===== src/core/tisc_regs.vh =====
// Register offsets, field positions, reset values and codes of the irq/status block
`ifndef TISC_REGS_VH
`define TISC_REGS_VH
`define TISC_OFF_CFG_B 12'h038
`define TISC_OFF_SS_LEVEL 12'h03c
`define TISC_OFF_CTRL 12'h040
`define TISC_OFF_FIFO_STAT 12'h044
`define TISC_OFF_INT_STAT 12'h048
`define TISC_OFF_INT_MASK 12'h04c
`define TISC_IDX_CFG_B 8'h0e
`define TISC_IDX_SS_LEVEL 8'h0f
`define TISC_BIT_FILL 6
`define TISC_BIT_TXDONE 5
`define TISC_BIT_TXSTART 4
`define TISC_BIT_SSEN 3
`define TISC_BIT_SSFLAG 2
`define TISC_BIT_LOCKED 1
`define TISC_BIT_LOCKEN 0
`define TISC_CFG_B_RST 8'h01
`define TISC_SS_LEVEL_RST 8'h00
`define TISC_CTRL_RST 8'h00
`define TISC_MASK_RST 4'h0
`define TISC_MODE_BUFFERED 2'h1
`define TISC_FIFO_DEPTH 7'h40
`define TISC_PREADY_WAIT 1
`endif


===== src/core/tisc_sync.v =====
// Two-flop synchroniser for pin-level inputs
`timescale 1ns/1ns
`default_nettype none
module tisc_sync #(
  parameter W = 1
) (
  input wire pclk, // Clock
  input wire presetn, // Async reset, active low
  input wire [W-1:0] d, // Asynchronous input
  output wire [W-1:0] q // Synchronised output
);
  reg [W-1:0] meta_reg;
  reg [W-1:0] sync_reg;
  always @(posedge pclk or negedge presetn) begin
    if (!presetn) begin
      meta_reg <= {W{1'b0}};
      sync_reg <= {W{1'b0}};
    end else begin
      meta_reg <= d;
      sync_reg <= meta_reg;
    end
  end
  assign q = sync_reg;
endmodule
`default_nettype wire


===== src/core/tisc_txstart.v =====
// Transmit start condition and first interrupt source selection
`timescale 1ns/1ns
`default_nettype none
`include "tisc_regs.vh"
module tisc_txstart (
  input wire [1:0] data_mode, // 01 buffered, 1x packet
  input wire start_sel, // Start-select bit
  input wire [6:0] fifo_count, // Bytes in FIFO
  input wire [6:0] buffer_level_setting, // FIFO threshold
  output wire tx_start_ok, // Transmission may begin
  output wire first_irq // First interrupt output source
);
  wire fifo_empty = (fifo_count == 7'h00);
  wire fifo_full = (fifo_count >= `TISC_FIFO_DEPTH);
  wire fifo_thresh = (fifo_count >= buffer_level_setting);
  wire packet = data_mode[1];
  assign tx_start_ok = start_sel ? !fifo_empty :
                       (packet ? fifo_thresh :
                        (data_mode == `TISC_MODE_BUFFERED) && fifo_full);
  assign first_irq = (!start_sel && packet) ? fifo_thresh : !fifo_empty;
endmodule
`default_nettype wire


===== src/core/tisc_top.v =====
// Transceiver irq/status configuration block with APB register access
// Contract
// - Transmit-done flag rises when the last bit leaves the shift register.
// - Buffered mode, start-select 0: start when FIFO full; first irq is not-empty.
// - Packet mode, start-select 0: start at count >= threshold; irq is threshold flag.
// - Start-select 1: start when FIFO not empty; first irq is not-empty.
// - Signal-strength source enable resets to 0 (disabled); software sets it.
// - Signal-strength flag sets when level exceeds programmed threshold.
// - Writing 1 clears the signal-strength flag; writing 0 leaves it.
// - Lock status reads 1 when locked; writing 1 clears it.
// - Lock-output enable 0 floats lock pin; 1 drives lock flag.
// - 8-bit signal-strength threshold in measured units, compared against it.
// - Manual fill: fill bit 0 stops FIFO writes, 1 starts them.
// - Sync fill: writing 1 clears fill bit, rearms sync wait if no overrun-clear.
//
// Chosen here: the APB slave port.
`timescale 1ns/1ns
`default_nettype none
`include "tisc_regs.vh"
module tisc_top (
  input wire pclk, // APB clock
  input wire presetn, // APB reset, active low
  input wire psel, // APB select
  input wire penable, // APB enable
  input wire pwrite, // APB direction
  input wire [11:0] paddr, // APB byte address
  input wire [31:0] pwdata, // APB write data
  output wire [31:0] prdata, // APB read data
  output wire pready, // APB ready
  output wire pslverr, // APB error on unmapped address
  input wire [1:0] data_mode, // Data mode from radio core
  input wire [6:0] fifo_count, // FIFO byte count
  input wire tx_last_bit, // Pulse: last bit left shift register
  input wire [7:0] signal_level, // Measured signal strength
  input wire pll_lock_pin, // Asynchronous lock detector
  input wire sync_word_seen, // Pulse: sync word recognised
  output wire tx_start_ok, // Transmission may begin
  output wire first_interrupt_output, // First interrupt pin
  output reg second_interrupt_output, // Second interrupt pin
  output wire lock_out, // Lock indicator pin value
  output wire lock_oe, // Lock indicator pin enable
  output wire fifo_write_en, // Received data may enter FIFO
  output wire irq // Level interrupt to system
);
  reg [7:0] cfg_reg; // Bits 4, 3 and 0 writable, 6 control, 5/2/1 flags
  reg [7:0] ss_level_reg;
  reg [7:0] ctrl_reg; // [6:0] buffer level, [7] fill method
  reg [1:0] route_reg; // [0] to first pin, [1] to second pin
  reg overrun_clr_reg;
  reg [3:0] int_stat_reg;
  reg [3:0] int_mask_reg;
  reg sync_wait_reg;
  reg lock_armed_reg; // Set while unlocked, so a software clear holds until a real relock
  reg [31:0] rdata_reg;
  wire lock_sync;
  wire [1:0] pre_route_irq;
  wire tx_first_irq;

  function hit;
    input [11:0] a;
    input [11:0] off;
    begin
      hit = (a == off);
    end
  endfunction

  wire setup = psel && !penable;
  wire wr = psel && penable && pwrite;
  wire mapped = hit(paddr, `TISC_OFF_CFG_B) || hit(paddr, `TISC_OFF_SS_LEVEL) ||
                hit(paddr, `TISC_OFF_CTRL) || hit(paddr, `TISC_OFF_FIFO_STAT) ||
                hit(paddr, `TISC_OFF_INT_STAT) || hit(paddr, `TISC_OFF_INT_MASK);
  assign pready = 1'b1;
  assign pslverr = psel && penable && !mapped;
  assign prdata = rdata_reg;

  tisc_sync #(.W(1)) u_lock_sync (
    .pclk(pclk),
    .presetn(presetn),
    .d(pll_lock_pin),
    .q(lock_sync)
  );

  tisc_txstart u_txstart (
    .data_mode(data_mode),
    .start_sel(cfg_reg[`TISC_BIT_TXSTART]),
    .fifo_count(fifo_count),
    .buffer_level_setting(ctrl_reg[6:0]),
    .tx_start_ok(tx_start_ok),
    .first_irq(tx_first_irq)
  );

  wire wr_cfg = wr && hit(paddr, `TISC_OFF_CFG_B);
  wire ss_event = cfg_reg[`TISC_BIT_SSEN] && (signal_level > ss_level_reg);
  wire fill_manual = ctrl_reg[7];

  always @(posedge pclk or negedge presetn) begin
    if (!presetn) begin
      cfg_reg <= `TISC_CFG_B_RST;
      ss_level_reg <= `TISC_SS_LEVEL_RST;
      ctrl_reg <= `TISC_CTRL_RST;
      route_reg <= 2'h0;
      overrun_clr_reg <= 1'b0;
      int_mask_reg <= `TISC_MASK_RST;
      sync_wait_reg <= 1'b1;
      lock_armed_reg <= 1'b1;
    end else begin
      lock_armed_reg <= !lock_sync;
      if (wr_cfg) begin
        cfg_reg[`TISC_BIT_TXSTART] <= pwdata[`TISC_BIT_TXSTART];
        cfg_reg[`TISC_BIT_SSEN] <= pwdata[`TISC_BIT_SSEN];
        cfg_reg[`TISC_BIT_LOCKEN] <= pwdata[`TISC_BIT_LOCKEN];
      end
      // Transmit done: set by the shifter, never cleared by software
      if (tx_last_bit)
        cfg_reg[`TISC_BIT_TXDONE] <= 1'b1;
      // Set wins over a same-cycle clear
      if (ss_event)
        cfg_reg[`TISC_BIT_SSFLAG] <= 1'b1;
      else if (wr_cfg && pwdata[`TISC_BIT_SSFLAG])
        cfg_reg[`TISC_BIT_SSFLAG] <= 1'b0;
      if (lock_sync && lock_armed_reg)
        cfg_reg[`TISC_BIT_LOCKED] <= 1'b1;
      else if (!lock_sync)
        cfg_reg[`TISC_BIT_LOCKED] <= 1'b0;
      else if (wr_cfg && pwdata[`TISC_BIT_LOCKED])
        cfg_reg[`TISC_BIT_LOCKED] <= 1'b0;
      if (fill_manual) begin
        if (wr_cfg)
          cfg_reg[`TISC_BIT_FILL] <= pwdata[`TISC_BIT_FILL];
      end else begin
        // Sync-word method: the bit rises on a sync word and falls on a write of 1 while overrun_clr_reg is 0
        if (wr_cfg && pwdata[`TISC_BIT_FILL] && !overrun_clr_reg) begin
          cfg_reg[`TISC_BIT_FILL] <= 1'b0;
          sync_wait_reg <= 1'b1;
        end else if (sync_wait_reg && sync_word_seen) begin
          cfg_reg[`TISC_BIT_FILL] <= 1'b1;
          sync_wait_reg <= 1'b0;
        end
      end
      if (wr && hit(paddr, `TISC_OFF_SS_LEVEL))
        ss_level_reg <= pwdata[7:0];
      if (wr && hit(paddr, `TISC_OFF_CTRL)) begin
        ctrl_reg <= pwdata[7:0];
        route_reg <= pwdata[9:8];
        overrun_clr_reg <= pwdata[10];
      end
      if (wr && hit(paddr, `TISC_OFF_INT_MASK))
        int_mask_reg <= pwdata[3:0];
    end
  end

  // Sticky status: [0] tx done, [1] strength, [2] lock gained, [3] sync word
  wire [3:0] ev = {sync_word_seen, lock_sync && lock_armed_reg, ss_event,
                   tx_last_bit};
  wire [3:0] w1c = (wr && hit(paddr, `TISC_OFF_INT_STAT)) ? pwdata[3:0] : 4'h0;
  always @(posedge pclk or negedge presetn) begin
    if (!presetn)
      int_stat_reg <= 4'h0;
    else
      int_stat_reg <= ev | (int_stat_reg & ~w1c);
  end
  assign irq = |(int_stat_reg & int_mask_reg);

  always @(posedge pclk or negedge presetn) begin
    if (!presetn)
      rdata_reg <= 32'h0000_0000;
    else if (setup && !pwrite) begin
      if (hit(paddr, `TISC_OFF_CFG_B))
        rdata_reg <= {24'h000000, 1'b0, cfg_reg[6:0]};
      else if (hit(paddr, `TISC_OFF_SS_LEVEL))
        rdata_reg <= {24'h000000, ss_level_reg};
      else if (hit(paddr, `TISC_OFF_CTRL))
        rdata_reg <= {21'h000000, overrun_clr_reg, route_reg, ctrl_reg};
      else if (hit(paddr, `TISC_OFF_FIFO_STAT))
        rdata_reg <= {23'h000000, tx_start_ok, tx_first_irq, fifo_count};
      else if (hit(paddr, `TISC_OFF_INT_STAT))
        rdata_reg <= {28'h0000000, int_stat_reg};
      else if (hit(paddr, `TISC_OFF_INT_MASK))
        rdata_reg <= {28'h0000000, int_mask_reg};
      else
        rdata_reg <= 32'h0000_0000;
    end
  end

  // Strength flag may join either pin; routing is software's choice
  assign pre_route_irq = route_reg & {2{cfg_reg[`TISC_BIT_SSFLAG]}};
  assign first_interrupt_output = tx_first_irq || pre_route_irq[0];
  always @(posedge pclk or negedge presetn) begin
    if (!presetn)
      second_interrupt_output <= 1'b0;
    else
      second_interrupt_output <= pre_route_irq[1];
  end

  assign lock_oe = cfg_reg[`TISC_BIT_LOCKEN];
  assign lock_out = cfg_reg[`TISC_BIT_LOCKEN] & cfg_reg[`TISC_BIT_LOCKED];
  assign fifo_write_en = cfg_reg[`TISC_BIT_FILL];
endmodule
`default_nettype wire


===== config.mk =====
export PLATFORM = sky130hd
export DESIGN_NAME = tisc_top
export DESIGN_NICKNAME = d
export VERILOG_FILES = /design/src/core/tisc_sync.v /design/src/core/tisc_txstart.v /design/src/core/tisc_top.v
export VERILOG_INCLUDE_DIRS = /design/src /design/src/core
export SDC_FILE = /design/constraint.sdc
export NUM_CORES = 1
export LEC_CHECK = 0
export ABC_AREA = 1
export BUFFER_PORTS_ARGS = -buffer_cell sky130_fd_sc_hd__buf_4
export CORE_AREA = 2 2 98 100
export CTS_CLUSTER_DIAMETER = 60
export CTS_CLUSTER_SIZE = 20
export DETAILED_ROUTE_END_ITERATION = 12
export DIE_AREA = 0 0 100 102
export PLACE_DENSITY = 0.66
export SYNTH_ARGS = -nofsm -noshare
export SYNTH_HDL_FRONTEND = slang
export SYNTH_SLANG_ARGS = --single-unit

===== constraint.sdc =====
create_clock -name pclk -period 3 [get_ports pclk]
set_clock_uncertainty 0.1 [all_clocks]
set_input_delay 0.15 -clock pclk [delete_from_list [all_inputs] [get_ports pclk]]
set_output_delay 0.15 -clock pclk [all_outputs]
set_load 0.005 [all_outputs]

### Word level (Yosys, flattened, before mapping)

Cells that the tools add are included.

* register bits after elaboration: 71
* input port bits: 69
* output and inout bits: 41
* word-level logic and storage cells: 96

* $lt $le $gt $ge: 3
* equality and inequality tests: 9
* multiplexer cells: 21
* bitwise gates (word level): 7
* reductions and logical operators: 39

Operators by type and width (count)
* equality test 12 x 7 -> 1 bit (second input constant): 4
* two-way mux 11 bit: 3
* equality test 12 x 6 -> 1 bit (second input constant): 2
* logical AND 1 bit: 19
* two-way mux 1 bit: 14
* two-way mux 4 bit: 3
* two-way mux 9 bit: 1
* AND 4 bit: 2
* > comparator 8 bit: 1
* >= comparator 7 bit: 1
* >= comparator 7 bit (second input constant): 1
* logical NOT 1 bit: 7
* logical NOT 7 bit: 1
* logical OR 1 bit: 6
* NOT 4 bit: 1
* bitwise OR 4 bit: 1
* AND reduction 2 bit: 2
* nonzero test 2 bit: 2
* OR reduction 4 bit: 1
* inequality test 3 bit (second input constant): 1
* nonzero test 3 bit: 1
* AND 2 bit: 1
* equality test 2 x 1 -> 1 bit (second input constant): 1
* inequality test 2 x 1 -> 1 bit (second input constant): 1
* 2 further kinds: 2

### Logic depth before layout (Yosys ltp)

* depth after elaboration: 8
* mapped depth: 12
* mapped depth without buffers: 12

### By module

Synthesis repeated with hierarchy kept, for this count alone.

* cell total of the unflattened synthesis: 425
* area, all modules: 3301.9 um^2

By module, submodules not included
* tisc_top: times used 1, cells an instance 376, area an instance 2991.6 um^2, seq. area each 1204.9 um^2
* tisc_txstart: times used 1, cells an instance 47, area an instance 260.2 um^2, seq. area each 0.0 um^2
* tisc_sync: times used 1, cells an instance 2, area an instance 50.0 um^2, seq. area each 50.0 um^2

### Worst setup path after synthesis

No wires, ideal clock.

* path kind: reg2reg
* start: register ctrl_reg[2]
* end: register rdata_reg[8] (netlist: prdata[8])
* data arrival time: 1.294 ns
* required time: 2.776 ns
* path slack: 1.482 ns
* stages on the path, launching flop included: 11
* buffers on the path: 0
* cells stage by stage: dfrtp_1 -> inv_1 -> ha_1 -> a21oi_1 -> nand2_1 -> nand2_1 -> nand3_1 -> nand2_1 -> o21ai_0 -> nand3_1 -> nand3_1

* word-level cells in the longest chain between the ends: 7

RTL lines
* from (decl): RTL line tisc_top.v:47 `reg [7:0] ctrl_reg;`
* from (signal assigned): RTL line tisc_top.v:100 `` ctrl_reg <= `TISC_CTRL_RST; ``
* from (signal assigned): RTL line tisc_top.v:143 `ctrl_reg <= pwdata[7:0];`
* >= comparator 7 bit: RTL line tisc_txstart.v:15 `wire fifo_thresh = (fifo_count >= buffer_level_setting);`
* two-way mux 1 bit: RTL line tisc_txstart.v:18 `(packet ? fifo_thresh :`
* two-way mux 1 bit: RTL line tisc_txstart.v:17 `assign tx_start_ok = start_sel ? !fifo_empty :`
* via tx_start_ok: RTL line tisc_top.v:37 `output wire tx_start_ok,`
* two-way mux 9 bit: RTL line tisc_top.v:174 `` else if (hit(paddr, `TISC_OFF_FIFO_STAT)) ``
* two-way mux 11 bit: RTL line tisc_top.v:172 `` else if (hit(paddr, `TISC_OFF_CTRL)) ``
* two-way mux 11 bit: RTL line tisc_top.v:170 `` else if (hit(paddr, `TISC_OFF_SS_LEVEL)) ``
* two-way mux 11 bit: RTL line tisc_top.v:168 `` if (hit(paddr, `TISC_OFF_CFG_B)) ``
* to (signal assigned): RTL line tisc_top.v:169 `rdata_reg <= {24'h000000, 1'b0, cfg_reg[6:0]};`
* to (signal assigned): RTL line tisc_top.v:171 `rdata_reg <= {24'h000000, ss_level_reg};`
* to (signal assigned): RTL line tisc_top.v:173 `rdata_reg <= {21'h000000, overrun_clr_reg, route_reg, ctrl_reg};`
* to (decl): RTL line tisc_top.v:54 `reg [31:0] rdata_reg;`

The timed path passes the listed nets, and every way through them passes these cells.
A chain may end at the register's enable or synchronous reset.

### Worst setup path after layout

* start: register ctrl_reg[2]
* end: output port tx_start_ok

* word-level cells in the longest chain between the ends: 3

RTL lines (RTL line)
* >= comparator 7 bit: tisc_txstart.v:15
* two-way mux 1 bit: tisc_txstart.v:18
* two-way mux 1 bit: tisc_txstart.v:17
* to (decl): tisc_top.v:37

No other way between the ends.

==> results.py <==
metrics = {
    "synth": {
        "synth_seq_area_share": 0.402,
        "yosys-top-cells-area": "dfrtp_1 (38%), nand2_1 (13%), inv_1 (6.4%)",
        "ys_ff_latch": 50,
        "synth_top_area_share": 0.376,
        "avgSynthCellArea_sq_um": 7.71,
        "synth.distinct_cells": 33,
        "netlist_area_sq_um": 3120,
        "syn_inst": 405,
        "synth_area_leader_cell": "dfrtp_1",
        "ys_warn_count": 0,
    },
    "global_route": {
        "grt_use_total": 0.158,
        "antenna_found_initial": 0,
        "grt_pass1_wl_mm": 12.4,
        "grt_pass1_vias": 2532,
        "grt_overflow": 0,
        "grt_start_max_net_pins": 51,
    },
    "worst_setup_path": {
        "critPathArrivalTime_ns": 1.83,
        "reg2regPathDepth": 10,
        "r2r_start": "ctrl_reg[2]$_DFFE_PN0P_",
        "slowest_stage": "dfrtp_1",
        "cp-end-kind": "output port",
        "reg2reg_slack_ns": 1.26,
        "worstReg2RegEnd": "prdata[8]$_DFFE_PN0P_",
        "path_class": "flop to output port",
        "crit_path_start_kind": "flop",
        "max_stage_delay_ns": 0.39,
        "cp_max_fo": 3,
        "crit_chain": "inv_1 > ha_1 > a21oi_1 > nand2_1 > nand2_1 > nand3_1 > nand2_1 > o21ai_0 > buf_4",
        "crit_end": "tx_start_ok",
        "crit_path_start": "ctrl_reg[2]$_DFFE_PN0P_",
        "worstPathRequired_ns": 2.75,
        "crit_top_cell": "nand2_1",
    },
    "finish": {
        "syn2layout_area_growth_pct": 22.4,
        "largest_reg_flops": 11,
        "design_area_sq_um": 3820,
        "fin_nets": 564,
        "layout-drive-gt1-share": 0.218,
        "n_antenna_cell": 0,
    },
    "sta": {
        "rsz0062_at_grt": "no",
        "period_share": 0.694,
        "final-setup-viol-count": 0,
        "relSlewSlack": 0.577,
        "fmax_ghz": 0.480,
        "maxSlewViolCount": 0,
        "layout_min_cycle_time_ns": 2.08,
        "hold_viol": 0,
        "worst_slew_pin_slew_ns": 0.634,
        "hold_slack_ns": 0.00540,
        "setup_slack_ns": 0.918,
        "setup_tns_ns": 0,
    },
    "clock_network": {
        "cts_buffers": 5,
        "clockRootBuffer": "clkbuf_8",
        "clock_latency_ns": 0.32,
        "cts_max_path_buffers": 2,
        "htreeDepth": 2,
        "clkTransAtPathRegs_ns": 0.11,
        "tritoncts": "built",
        "post_cts_buffers": 0,
        "clock-sinks": 50,
    },
    "job": {
        "max_cap_violations": 0,
    },
    "placement": {
        "dpl-instance-area_sq_um": 3650,
        "place_ws_ns": 0.990,
        "dpl.hpwl_mm": 6.22,
        "portBuffers": 66,
        "gp_congestion": 0.958,
    },
    "detailed_routing": {
        "routedWlPerCell_um": 13.4,
        "vias": 2809,
        "avgViaCountPerCell": 4.74,
        "drc": 0,
        "final_antenna_net_count": 0,
        "first_iter_violations": 109,
        "drt-pass1-iter-count": 5,
        "routed_wl_mm": 7.91,
    },
    "power_and_ir_drop": {
        "clkPwrFrac": 0.329,
        "power_frac_seq": 0.535,
        "switching_power_mw": 0.351,
        "peakVddDrop_mv": 0.173,
        "leakage_nw": 1.96,
        "p_comb_frac": 0.136,
        "powerDensity_nw_per_um2": 337,
        "p_int_mw": 0.937,
        "sw_frac_of_total": 0.272,
    },
    "floorplanning": {
        "fp.dieArea_sq_um": 10200,
        "rows": 35,
        "die_x_um": 100,
        "io_pins": 110,
        "die_y_um": 102,
        "initial_core_util": 0.343,
        "coreArea_sq_um": 9110,
    },
    "outcome": {
        "status": "complete, no violations",
    },
    "hold_path": {
        "hp-class": "primary input to flop",
    },
}
[logic make-up after synthesis]
group | count (synthesis) | synth area share
other | 2 | 0.00240
AND/OR/NAND/NOR | 195 | 0.284
AO/OA/AOI/OAI | 56 | 0.107
buffers and inverters | 84 | 0.131
multiplexers | 3 | 0.0144
adder cells (fa/ha/maj) | 15 | 0.0601
flip-flops | 50 | 0.402
[through the flow]
| step | power [mW] | std cells | util |
|---|---|---|---|
| after floorplan | 0.791 | 425 | - |
| after global placement | 0.868 | 576 | 0.400 |
| after detailed placement | 0.870 | 576 | 0.400 |
| after CTS | 1.30 | 592 | 0.420 |
| after global routing | 1.36 | 592 | 0.420 |
| final | 1.29 | 592 | 0.420 |
[what timing repair did]
item / in CTS / in global routing
hold buffers: 8 / 0
gates resized for setup: 0 / 0
endpoints found under the hold margin: 55 / 0
endpoints found under the setup margin: 0 / 0
[critical path, delay by kind of cell, from the launching register on]
| family | cells | cell delay [ns] |
|---|---|---|
| compound gates | 2 | 0.27 |
| simple gates | 4 | 0.33 |
| flops | 1 | 0.39 |
| buf+inv | 2 | 0.22 |
| fa+ha+maj | 1 | 0.31 |
[metal layers]
| layer | vias up | global-route usage | share of wire |
|---|---|---|---|
| met4 | 0 | 0.0527 | 0.016 |
| met1 | 1270 | 0.212 | 0.46 |
| met2 | 116 | 0.255 | 0.45 |
| li1 | 1414 | - | - |
| met5 | - | 0 | 0 |
| met3 | 9 | 0.0335 | 0.073 |
[worst min-delay path by stage]
stage / start / to / slack (ns) / depth (start not counted)
2_1_floorplan: presetn / cfg_reg[1]$_DFFE_PN0P_ / -0.25 / 0
5_1_grt: pwdata[7] / ctrl_reg[7]$_DFFE_PN0P_ / 0.004 / 3
3_3_place_gp: presetn / prdata[7]$_DFFE_PN0P_ / 0.11 / 1
6_report: pwdata[7] / ctrl_reg[7]$_DFFE_PN0P_ / 0.005 / 3
3_5_place_dp: presetn / prdata[7]$_DFFE_PN0P_ / 0.11 / 1
4_1_cts: pwdata[7] / ctrl_reg[7]$_DFFE_PN0P_ / 0.005 / 3
[layout make-up]
type                            instances  area, sq um
Clock buffer                            5         68.8
Clock inverter                          3         28.8
Fill cell                             936         5280
Inverter                               57          214
Multi-Input combinational cell        291         1540
Sequential cell                        50         1250
Tap cell                              111          139
Timing Repair Buffer                   75          583
[power groups by stage]
stage | Sequential, mW | Clock, mW | Combinational [mW]
after global routing | 0.690 | 0.471 | 0.197
final | 0.689 | 0.423 | 0.175
after floorplan | 0.701 | 0 | 0.0906
after global placement | 0.702 | 0 | 0.166
after CTS | 0.689 | 0.436 | 0.177
after detailed placement | 0.703 | 0 | 0.168
[placed cells by master (no fill, tap or decap), types with 2 or more instances in the layout]
cell and count:
nand2_1 111, buf_4 67, inv_1 53, dfrtp_1 47, o21ai_0 28, nor2_1 27
nand3_1 27, conb_1 22, ha_1 15, a21oi_1 9, o21ai_2 8, dlygate4sd3_1 8
o211ai_1 7, nor3_1 6, nand4_1 6, clkbuf_8 5, nand3b_1 4, inv_2 4
nor2_2 3, mux2_4 3, dfstp_2 3, nor2_4 2, nor4_1 2, nor3_4 2
nand3_2 2, clkinv_4 2
[synth_stat cells (all sizes together)]
library cell and count:
o211ai 7, o21ai 37, buf 25, a21o 1, nand2 113, conb 2, inv 57, mux2 3
clkbuf 2, nand3b 4, ha 15, nor2 32, nand4 7, a211oi 1, nor4 2, dfstp 3
a31oi 1, a21oi 9, nand3 29, dfrtp 47, nor3 8
No activity file was read; power rests on OpenSTA's default activity.
